File: src/verilog/pic_pkg.sv
// package of constants and types for the programmable interval counter
// ==========================================================
// Operation
// - sixteen-bit down-counter, counts one to 65536
// - count on clock pulses, gate rise triggers
// - mode 0: low after load until zero
// - mode 0: decrement only after a trigger
// - mode 1: low after trigger until zero
// - mode 1: retrigger reloads and stretches pulse
// - mode 2: divide by N, one-period low pulse
// - mode 2: repeats while gate high, stops low
// - mode 3: high (N+1)/2, low (N-1)/2 counts for odd N, N/2 each for even N
// - mode 3: step by two each half
// - mode 4: count on load, one low pulse
// - mode 4: low gate suspends counting
// - mode 5: trigger starts, one low pulse
// - mode 5: retrigger restarts the full count
`default_nettype none
package pic_pkg;
  localparam int PIC_CNT_W = 17;
  localparam logic [16:0] PIC_FULL_COUNT = 17'h10000;
  localparam logic [16:0] PIC_CNT_RESET = 17'h00000;
  localparam logic [16:0] PIC_STEP_ONE = 17'h00001;
  localparam logic [16:0] PIC_STEP_TWO = 17'h00002;
  localparam logic [7:0] PIC_BYTE_RESET = 8'h00;
  localparam logic PIC_OUT_RESET = 1'b1;

  typedef enum logic [2:0] {
    PIC_MODE_TERM    = 3'b000,
    PIC_MODE_ONESHOT = 3'b001,
    PIC_MODE_RATE    = 3'b010,
    PIC_MODE_SQUARE  = 3'b011,
    PIC_MODE_SWSTB   = 3'b100,
    PIC_MODE_HWSTB   = 3'b101,
    PIC_MODE_RSVD6   = 3'b110,
    PIC_MODE_RSVD7   = 3'b111
  } pic_mode_t;
endpackage : pic_pkg
`default_nettype wire
File: src/verilog/pic_counter.sv
// programmable interval counter with six counting modes
`timescale 1ns/100ps
`default_nettype none
module pic_counter import pic_pkg::*; (
  input wire logic clk_sys,
  input wire logic reset_n,
  input wire logic cnt_clk_pin,
  input wire logic gate_pin,
  input wire logic [2:0] mode_sel,
  input wire logic [7:0] load_byte,
  input wire logic load_stb,
  output logic out_pin,
  output logic load_done
);
  // ==========================================================
  // pin synchronisers
  logic clk_s1_reg, clk_s2_reg, clk_d_reg;
  logic gate_s1_reg, gate_s2_reg, gate_d_reg;
  always_ff @(posedge clk_sys or negedge reset_n) begin
    if (!reset_n) begin
      clk_s1_reg <= 1'b0;
      clk_s2_reg <= 1'b0;
      clk_d_reg <= 1'b0;
      gate_s1_reg <= 1'b0;
      gate_s2_reg <= 1'b0;
      gate_d_reg <= 1'b0;
    end else begin
      clk_s1_reg <= cnt_clk_pin;
      clk_s2_reg <= clk_s1_reg;
      clk_d_reg <= clk_s2_reg;
      gate_s1_reg <= gate_pin;
      gate_s2_reg <= gate_s1_reg;
      gate_d_reg <= gate_s2_reg;
    end
  end

  logic tick, gate_rise, gate_hi;
  assign tick = clk_s2_reg & ~clk_d_reg;
  assign gate_rise = gate_s2_reg & ~gate_d_reg;
  assign gate_hi = gate_s2_reg;

  pic_mode_t mode;
  assign mode = pic_mode_t'(mode_sel);

  // ==========================================================
  // byte loader: low byte is held until the high byte arrives
  logic hi_sel_reg, load_done_reg;
  logic [7:0] low_byte_reg;
  logic [15:0] init_reg;
  always_ff @(posedge clk_sys or negedge reset_n) begin
    if (!reset_n) begin
      hi_sel_reg <= 1'b0;
      low_byte_reg <= PIC_BYTE_RESET;
      init_reg <= {PIC_BYTE_RESET, PIC_BYTE_RESET};
      load_done_reg <= 1'b0;
    end else begin
      load_done_reg <= 1'b0;
      if (load_stb) begin
        hi_sel_reg <= ~hi_sel_reg;
        if (!hi_sel_reg) begin
          low_byte_reg <= load_byte;
        end else begin
          init_reg <= {load_byte, low_byte_reg};
          load_done_reg <= 1'b1;
        end
      end
    end
  end
  assign load_done = load_done_reg;

  // a written zero stands for the largest count
  logic [16:0] init_full;
  assign init_full = (init_reg == 16'h0000) ? PIC_FULL_COUNT : {1'b0, init_reg};

  // ==========================================================
  // trigger capture; an edge in the cycle it is consumed survives
  logic trig_pend_reg, trig_use;
  always_ff @(posedge clk_sys or negedge reset_n) begin
    if (!reset_n) begin
      trig_pend_reg <= 1'b0;
    end else if (gate_rise) begin
      trig_pend_reg <= 1'b1;
    end else if (trig_use) begin
      trig_pend_reg <= 1'b0;
    end
  end

  // ==========================================================
  // counting core
  logic [16:0] count_reg;
  logic run_reg, out_reg, armed_reg;
  assign trig_use = trig_pend_reg & (load_done_reg | tick);

  always_ff @(posedge clk_sys or negedge reset_n) begin
    if (!reset_n) begin
      count_reg <= PIC_CNT_RESET;
      run_reg <= 1'b0;
      armed_reg <= 1'b0;
      out_reg <= PIC_OUT_RESET;
    end else if (load_done_reg) begin
      count_reg <= init_full;
      armed_reg <= 1'b1;
      case (mode)
        PIC_MODE_TERM: begin
          out_reg <= 1'b0;
          run_reg <= 1'b0;
        end
        PIC_MODE_SWSTB: begin
          out_reg <= 1'b1;
          run_reg <= 1'b1;
        end
        default: begin
          out_reg <= 1'b1;
          run_reg <= 1'b0;
        end
      endcase
    end else begin
      case (mode)
        PIC_MODE_TERM: begin
          if (trig_pend_reg && armed_reg && !run_reg && !out_reg) begin
            run_reg <= 1'b1;
          end else if (run_reg && tick) begin
            count_reg <= count_reg - PIC_STEP_ONE;
            if (count_reg == PIC_STEP_ONE) begin
              out_reg <= 1'b1;
              run_reg <= 1'b0;
            end
          end
        end
        PIC_MODE_ONESHOT, PIC_MODE_HWSTB: begin
          if (tick && trig_pend_reg && armed_reg) begin
            count_reg <= init_full;
            run_reg <= 1'b1;
            out_reg <= (mode == PIC_MODE_HWSTB);
          end else if (tick) begin
            if (mode == PIC_MODE_HWSTB && !out_reg) begin
              out_reg <= 1'b1;
            end
            if (run_reg) begin
              count_reg <= count_reg - PIC_STEP_ONE;
              if (count_reg == PIC_STEP_ONE) begin
                run_reg <= 1'b0;
                out_reg <= (mode == PIC_MODE_ONESHOT);
              end
            end
          end
        end
        PIC_MODE_RATE, PIC_MODE_SQUARE: begin
          if (!gate_hi) begin
            run_reg <= 1'b0;
            out_reg <= 1'b1;
          end else if (tick && trig_pend_reg && armed_reg) begin
            count_reg <= init_full;
            run_reg <= 1'b1;
            out_reg <= 1'b1;
          end else if (tick && run_reg) begin
            if (mode == PIC_MODE_RATE) begin
              if (count_reg == PIC_STEP_ONE) begin
                count_reg <= init_full;
                out_reg <= 1'b1;
              end else begin
                count_reg <= count_reg - PIC_STEP_ONE;
                out_reg <= (count_reg != PIC_STEP_TWO);
              end
            end else if (count_reg <= PIC_STEP_TWO) begin
              // odd counts give the low half one count less
              out_reg <= ~out_reg;
              count_reg <= out_reg ? {init_full[16:1], 1'b0} : init_full;
            end else begin
              count_reg <= count_reg - PIC_STEP_TWO;
            end
          end
        end
        PIC_MODE_SWSTB: begin
          if (tick && !out_reg) begin
            out_reg <= 1'b1;
          end else if (tick && run_reg && gate_hi) begin
            count_reg <= count_reg - PIC_STEP_ONE;
            if (count_reg == PIC_STEP_ONE) begin
              out_reg <= 1'b0;
              run_reg <= 1'b0;
            end
          end
        end
        default: begin
          run_reg <= 1'b0;
        end
      endcase
    end
  end
  assign out_pin = out_reg;
endmodule : pic_counter
`default_nettype wire

File: config.mk
export PLATFORM = sky130hd
export DESIGN_NAME = pic_counter
export DESIGN_NICKNAME = d
export VERILOG_FILES = /design/src/verilog/pic_pkg.sv /design/src/verilog/pic_counter.sv
export SDC_FILE = /design/constraint.sdc
export NUM_CORES = 1
export LEC_CHECK = 0
export BUFFER_PORTS_ARGS = -buffer_cell sky130_fd_sc_hd__buf_4
export CORE_MARGIN = 4
export CORE_UTILIZATION = 55
export CTS_BUF_LIST = sky130_fd_sc_hd__clkbuf_8
export CTS_CLUSTER_DIAMETER = 40
export DETAILED_ROUTE_END_ITERATION = 16
export GPL_TIMING_DRIVEN = 0
export MAX_ROUTING_LAYER = met4
export PLACE_DENSITY_LB_ADDON = 0.15
export SYNTH_ARGS = -nofsm -noshare
export SYNTH_HDL_FRONTEND = slang
export SYNTH_SLANG_ARGS = --single-unit
File: constraint.sdc
create_clock -name clk_sys -period 3.6 [get_ports clk_sys]
set_input_delay 0.54 -clock clk_sys [delete_from_list [all_inputs] [get_ports clk_sys]]
set_output_delay 0.54 -clock clk_sys [all_outputs]
set_load 0.01 [all_outputs]
==> results of run 1 <==
[power by group through the flow]
stage	clock, mW	sequential [mW]	combinational, mW
final	0.376	1.08	1.59
after global routing	0.414	1.11	1.72
after CTS	0.383	1.07	1.54
after detailed placement	0	1.08	1.53
after global placement	0	1.08	1.51
after floorplan	0	0.993	1.16
[synthesized netlist by cell type, types with 6 or more instances]
cell       n
nand2_1   43
nand3_1   11
dfrtp_1   52
o22ai_1    6
nor4_1     8
xnor2_1   12
o21ai_0   37
o211ai_1   6
a211oi_1   8
nor2_1    48
mux2_2    22
buf_2     13
a21oi_1   31
or3_1      6
nor3_1    10
inv_1     15
clkbuf_1  21
nand4_1    7
a31oi_1    6
[worst paths after layout]
kind | from | endpoint | slack [ns] | depth (start not counted)
worst min register to register | clk_s1_reg | clk_s2_reg | 0.36 | 0
worst max-delay path | count_reg[2] | count_reg[9] | 0.11 | 10
min in group clk_sys | cnt_clk_pin | clk_s1_reg | 0.33 | 1
worst max register to register | count_reg[2] | count_reg[9] | 0.11 | 10
worst min-delay path | reset_n | count_reg[14] | 0.23 | 1
max in group asynchronous | reset_n | init_reg[15] | 2.89 | 1
[stage by stage]
stage / instances / instance area (sq um) / util (%) / total power [mW]
5_1_grt: 591 / 4270 / 62.1 / 3.25
6_report: 591 / 4270 / 62.1 / 3.05
3_5_place_dp: 583 / 4170 / 60.7 / 2.61
4_1_cts: 591 / 4270 / 62.1 / 2.99
3_3_place_gp: 583 / 4170 / 60.7 / 2.59
2_1_floorplan: 470 / 3920 / - / 2.15
[per-layer routing]
metal / routed length, um / vias up / part of all wire, %
met5: 0 / - / 0
met4: 641 / 0 / 5.0
met3: 1590 / 70 / 12
met2: 5530 / 311 / 43
met1: 4990 / 1936 / 39
li1: - / 1805 / -
[kinds of logic after synthesis]
group           share of synthesized area [%]
buf+inv                                  5.68
fa+ha+maj                                1.59
xor+xnor                                 3.35
simple gates                             22.3
flops                                    33.8
compound gates                           26.7
mux                                      6.57
[critical path, cell delays in order, from the launching register on]
cell and delay, ns:
dfrtp_1 0.49, inv_1 0.12, ha_1 0.19, clkbuf_1 0.23
nor3b_1 0.24, and4_1 0.28, a211oi_2 0.73, nor2_2 0.23
or4_1 0.55, a21oi_1 0.19, o21ai_1 0.10
[final cells by class]
type	instances	area share, %
buffer	36	3.72
clock buffer	5	1.61
clock inverter	3	0.674
inverter	17	1.50
multi-input combinational	364	55.6
sequential	53	31.1
tap	96	2.81
timing repair buffer	17	2.99
==> qor.yml, run 1 <==
ir_drop_mv: 0.409
start_util_pct: 57.1
num_rows: 30
grt_max_degree: 54
drv_cap: 0
antenna_left: 0
start_kind: "register"
synth_nets: 491
dieArea_sq_um: 8550
cts_max_path_buffers: 2
cts_buffers: 5
grt_pass1_wl_um: 20400
arrival_ns: 3.69
finalCriticalPeriod_ns: 3.49
synth_edf_count: 0
die-height_um: 92.5
fp.dieW_um: 92.5
min_path_type: "in2async"
synth_area_sq_um: 3920
tns_ns: 0
worstMarginPinSlew_ns: 0.975
finClkSkew_ns: 0.0146
antenna_found_initial: 0
p_per_area_nw_per_um2: 715
status: "complete, no violations"
clkTransAtPathRegs_ns: 0.12
num_vias: 4122
hold_slack_ns: 0.229
drive_above_1_share_pct: 16.0
core_area_sq_um: 6870
initialDrtViolationCount: 568
diodes: 0
cts_tree: "built"
ys_types: 75
drcViolationCount: 0
final-seq-area_sq_um: 1330
critical_path.max_fanout: 10
area_growth_pct: 8.80
setup_viol: 0
grt_pass1_vias: 3914
yosys_warnings: 0
pin_count: 18
required_ns: 3.80
seq_power_share_pct: 35.5
synthTopCellsByArea: "dfrtp_1 (33%), mux2_2 (6.3%), o21ai_0 (4.7%), nor2_1 (4.6%), nand2_1 (4.1%)"
ys.flop_type: "dfrtp_1"
grt_use_met1_pct: 39.4
swShare_pct: 46.7
hold_viol_final: 0
routedWlPerCell_um: 21.6
totalWireLength_um: 12800
dp_slack_ns: 0.242
post-route-period-util_pct: 96.9
grt.overflow.total: 0
p_leak_nw: 1.63
grt.busiest_layer: "met2"
vias_per_cell: 6.97
layout_commonest_cell: "dfrtp_1"
yosysTopAreaCell: "dfrtp_1"
slew_violations: 0
finalNetCount: 515
ys_seq_area_share_pct: 33.8
crit_path_end_kind: "register"
netSwitchingPower_mw: 1.43
async_reset_ff_share_pct: 100
grtUsageMet3_pct: 8.37
largest_register_ff_count: 17
path_class: "reg2reg"
first_pass_iters: 8
grt_setup_unrepaired: "no"
clock-root-buffer: "clkbuf_8"
intPower_mw: 1.63
multi_input_area_sq_um: 2370
clock_latency_ns: 0.33
power_frac_comb_pct: 52.2
fin_ws_ns: 0.110
synth.avg_cell_area_sq_um: 8.35
mostFrequentLayoutCells: "dfrtp_1 (52), nor2_1 (48), nand2_1 (43)"
synth-seq-cells: 53
gp_congestion: 1.02
power_frac_clock_pct: 12.3
relSlewSlack_pct: 34.1
clock.fmax_mhz: 287
htree_levels: 2
cts.sinks: 53
io_buffers: 17
netlist_instances: 470
cts_hold_buf: 0
cts_setup_buffers: 0
yosysTopAreaCellShare_pct: 33.2
grt.met2_usage_pct: 46.3
cts_resized: 0
grt_usage_pct: 31.2
hpwlAfterDp_um: 9180
fillers: 620
Note: power is estimated with default switching activity, not from simulation.
==> inputs of run 2 (changes only) <==
--- a/config.mk
+++ b/config.mk
@@ -6,6 +6,7 @@
 export NUM_CORES = 1
 export LEC_CHECK = 0
 export BUFFER_PORTS_ARGS = -buffer_cell sky130_fd_sc_hd__buf_4
+export CORE_ASPECT_RATIO = 1.5
 export CORE_MARGIN = 4
 export CORE_UTILIZATION = 55
 export CTS_BUF_LIST = sky130_fd_sc_hd__clkbuf_8
==> qor.yml, run 2 (same netlist as run 1, synthesis figures left out) <==
drv_cap: 0  # unchanged
fin_ws_ns: 0.0406  # was 0.110 ns
post-route-period-util_pct: 98.9  # was 96.9%
path_class: "reg2reg"  # unchanged
dp_slack_ns: 0.142  # was 0.242 ns
intPower_mw: 1.66  # was 1.63 mW
grt_pass1_vias: 3917  # was 3914
path_cells: "inv_1, ha_1, or3b_2, clkbuf_1, nor3_1, nand3_1, a311oi_1, a221oi_2, a211oi_1, o41ai_2"  # was inv_1, ha_1, clkbuf_1, nor3b_1, and4_1, a211oi_2, nor2_2, or4_1, a21oi_1, o21ai_1
layout_commonest_cell: "dfrtp_1"  # unchanged
diodes: 0  # unchanged
critical_path.max_fanout: 7  # was 10
mostFrequentLayoutCells: "dfrtp_1 (52), nor2_1 (48), nand2_1 (43)"  # unchanged
gp_congestion: 1.06  # was 1.02
largest_register_ff_count: 17  # unchanged
hold_viol_final: 0  # unchanged
htree_levels: 2  # unchanged
totalWireLength_um: 13300  # was 12800 um
antenna_found_initial: 0  # unchanged
grt_setup_unrepaired: "no"  # unchanged
slew_violations: 0  # unchanged
cts.sinks: 53  # unchanged
instances_no_fill: 573  # was 591
crit_path_end_kind: "register"  # unchanged
p_leak_nw: 1.64  # was 1.63 nW
power_frac_comb_pct: 52.1  # was 52.2%
finalNetCount: 515  # unchanged
min_path_type: "in2async"  # unchanged
arrival_ns: 3.74  # was 3.69 ns
tns_ns: 0  # unchanged
relSlewSlack_pct: 32.2  # was 34.1%
finClkSkew_ns: 0.00494  # was 0.0146 ns
clock-root-buffer: "clkbuf_8"  # unchanged
clock.fmax_mhz: 281  # was 287 MHz
ir_drop_mv: 0.420  # was 0.409 mV
die-height_um: 111  # was 92.5 um
critPathSlowestCell: "nor3_1"  # was a211oi_2
seq_power_share_pct: 35.5  # about the same
grt_usage_pct: 32.1  # was 31.2%
first_pass_iters: 6  # was 8
clock_latency_ns: 0.32  # was 0.33 ns
drive_above_1_share_pct: 16.2  # was 16.0%
drcViolationCount: 0  # unchanged
num_vias: 4053  # was 4122
setup_viol: 0  # unchanged
vias_per_cell: 7.07  # was 6.97
power_frac_clock_pct: 12.4  # was 12.3%
fillers: 653  # was 620
grt.overflow.total: 0  # unchanged
start_kind: "register"  # unchanged
placed_cells: 565  # was 583
power.total_mw: 3.05  # about the same
hpwlAfterDp_um: 9920  # was 9180 um
cts_tree: "built"  # unchanged
cp_slowest_stage_delay_ns: 0.58  # was 0.73 ns
finalCriticalPeriod_ns: 3.56  # was 3.49 ns
num_rows: 37  # was 30
pin_count: 18  # unchanged
grt_max_degree: 54  # unchanged
netSwitchingPower_mw: 1.40  # was 1.43 mW
initialDrtViolationCount: 530  # was 568
status: "complete, no violations"  # unchanged
antenna_left: 0  # unchanged
fp.dieW_um: 77.0  # was 92.5 um
required_ns: 3.78  # was 3.80 ns
start_util_pct: 56.9  # was 57.1%
cts_buffers: 5  # unchanged
area_growth_pct: 8.58  # was 8.80%
p_per_area_nw_per_um2: 717  # was 715 nW/um^2
io_buffers: 17  # unchanged
core_area_sq_um: 6900  # was 6870 sq um
swShare_pct: 45.7  # was 46.7%
hold_slack_ns: 0.236  # was 0.229 ns
worstMarginPinSlew_ns: 1.02  # was 0.975 ns
routedWlPerCell_um: 23.2  # was 21.6 um
cts_max_path_buffers: 2  # unchanged
grt_pass1_wl_um: 20800  # was 20400 um
dieArea_sq_um: 8580  # was 8550 sq um
clkTransAtPathRegs_ns: 0.10  # was 0.12 ns
[run 2: path summary, 6_finish.rpt]
path	cells after the start	end	slack (ns)	from
hold reg to reg	0	clk_s2_reg	0.36	clk_s1_reg
max in group asynchronous	1	init_reg[15]	2.90	reset_n
setup / recovery	10	count_reg[12]	0.04	count_reg[0]
min in group clk_sys	1	clk_s1_reg	0.32	cnt_clk_pin
setup reg to reg	10	count_reg[12]	0.04	count_reg[0]
hold / removal	1	clk_s2_reg	0.24	reset_n
[run 2: worst max-delay path: cells and delay by family, from the launching register on]
family	cells	cell delay (ns)
AOI/OAI and AO/OA	4	0.91
adders and majority gates	1	0.26
buffers and inverters	2	0.58
DFF	1	0.49
and+or+nand+nor	3	1.17
[run 2: metrics by stage]
| stage | utilization [%] | cell area (sq um) |
|---|---|---|
| 3_3_place_gp | 60.1 | 4150 |
| 4_1_cts | 61.7 | 4250 |
| 5_1_grt | 61.7 | 4260 |
| 2_1_floorplan | - | 3920 |
| 6_report | 61.7 | 4260 |
| 3_5_place_dp | 60.1 | 4150 |
[run 2: repair_timing]
item,in CTS,in global routing
gates resized for setup,0,1
endpoints found under the setup margin,0,1
hold endpoints to repair,0,0
buffers inserted,0,0
hold buffers,0,0
[run 2: power groups by stage]
stage | combinational, mW | clock (mW) | sequential, mW
2_1_floorplan | 1.16 | 0 | 0.993
3_3_place_gp | 1.52 | 0 | 1.08
3_5_place_dp | 1.54 | 0 | 1.09
4_1_cts | 1.55 | 0.388 | 1.07
5_1_grt | 1.72 | 0.415 | 1.11
6_report | 1.59 | 0.380 | 1.08
[run 2: final cells by class]
class                           count  area (sq um)  area share [%]
Clock inverter                      1          8.76           0.206
Tap cell                           78          97.6            2.29
Timing Repair Buffer               17           128            3.00
Clock buffer                        7          96.3            2.26
Buffer                             36           159            3.73
Multi-Input combinational cell    364          2380            55.8
Sequential cell                    53          1330            31.2
Inverter                           17          63.8            1.50
[run 2: metal layers]
layer	global-route usage (%)	share of wire, %
met4	17.8	5.8
met2	56.1	50
met3	5.50	8.5
met1	34.0	35
met5	-	0
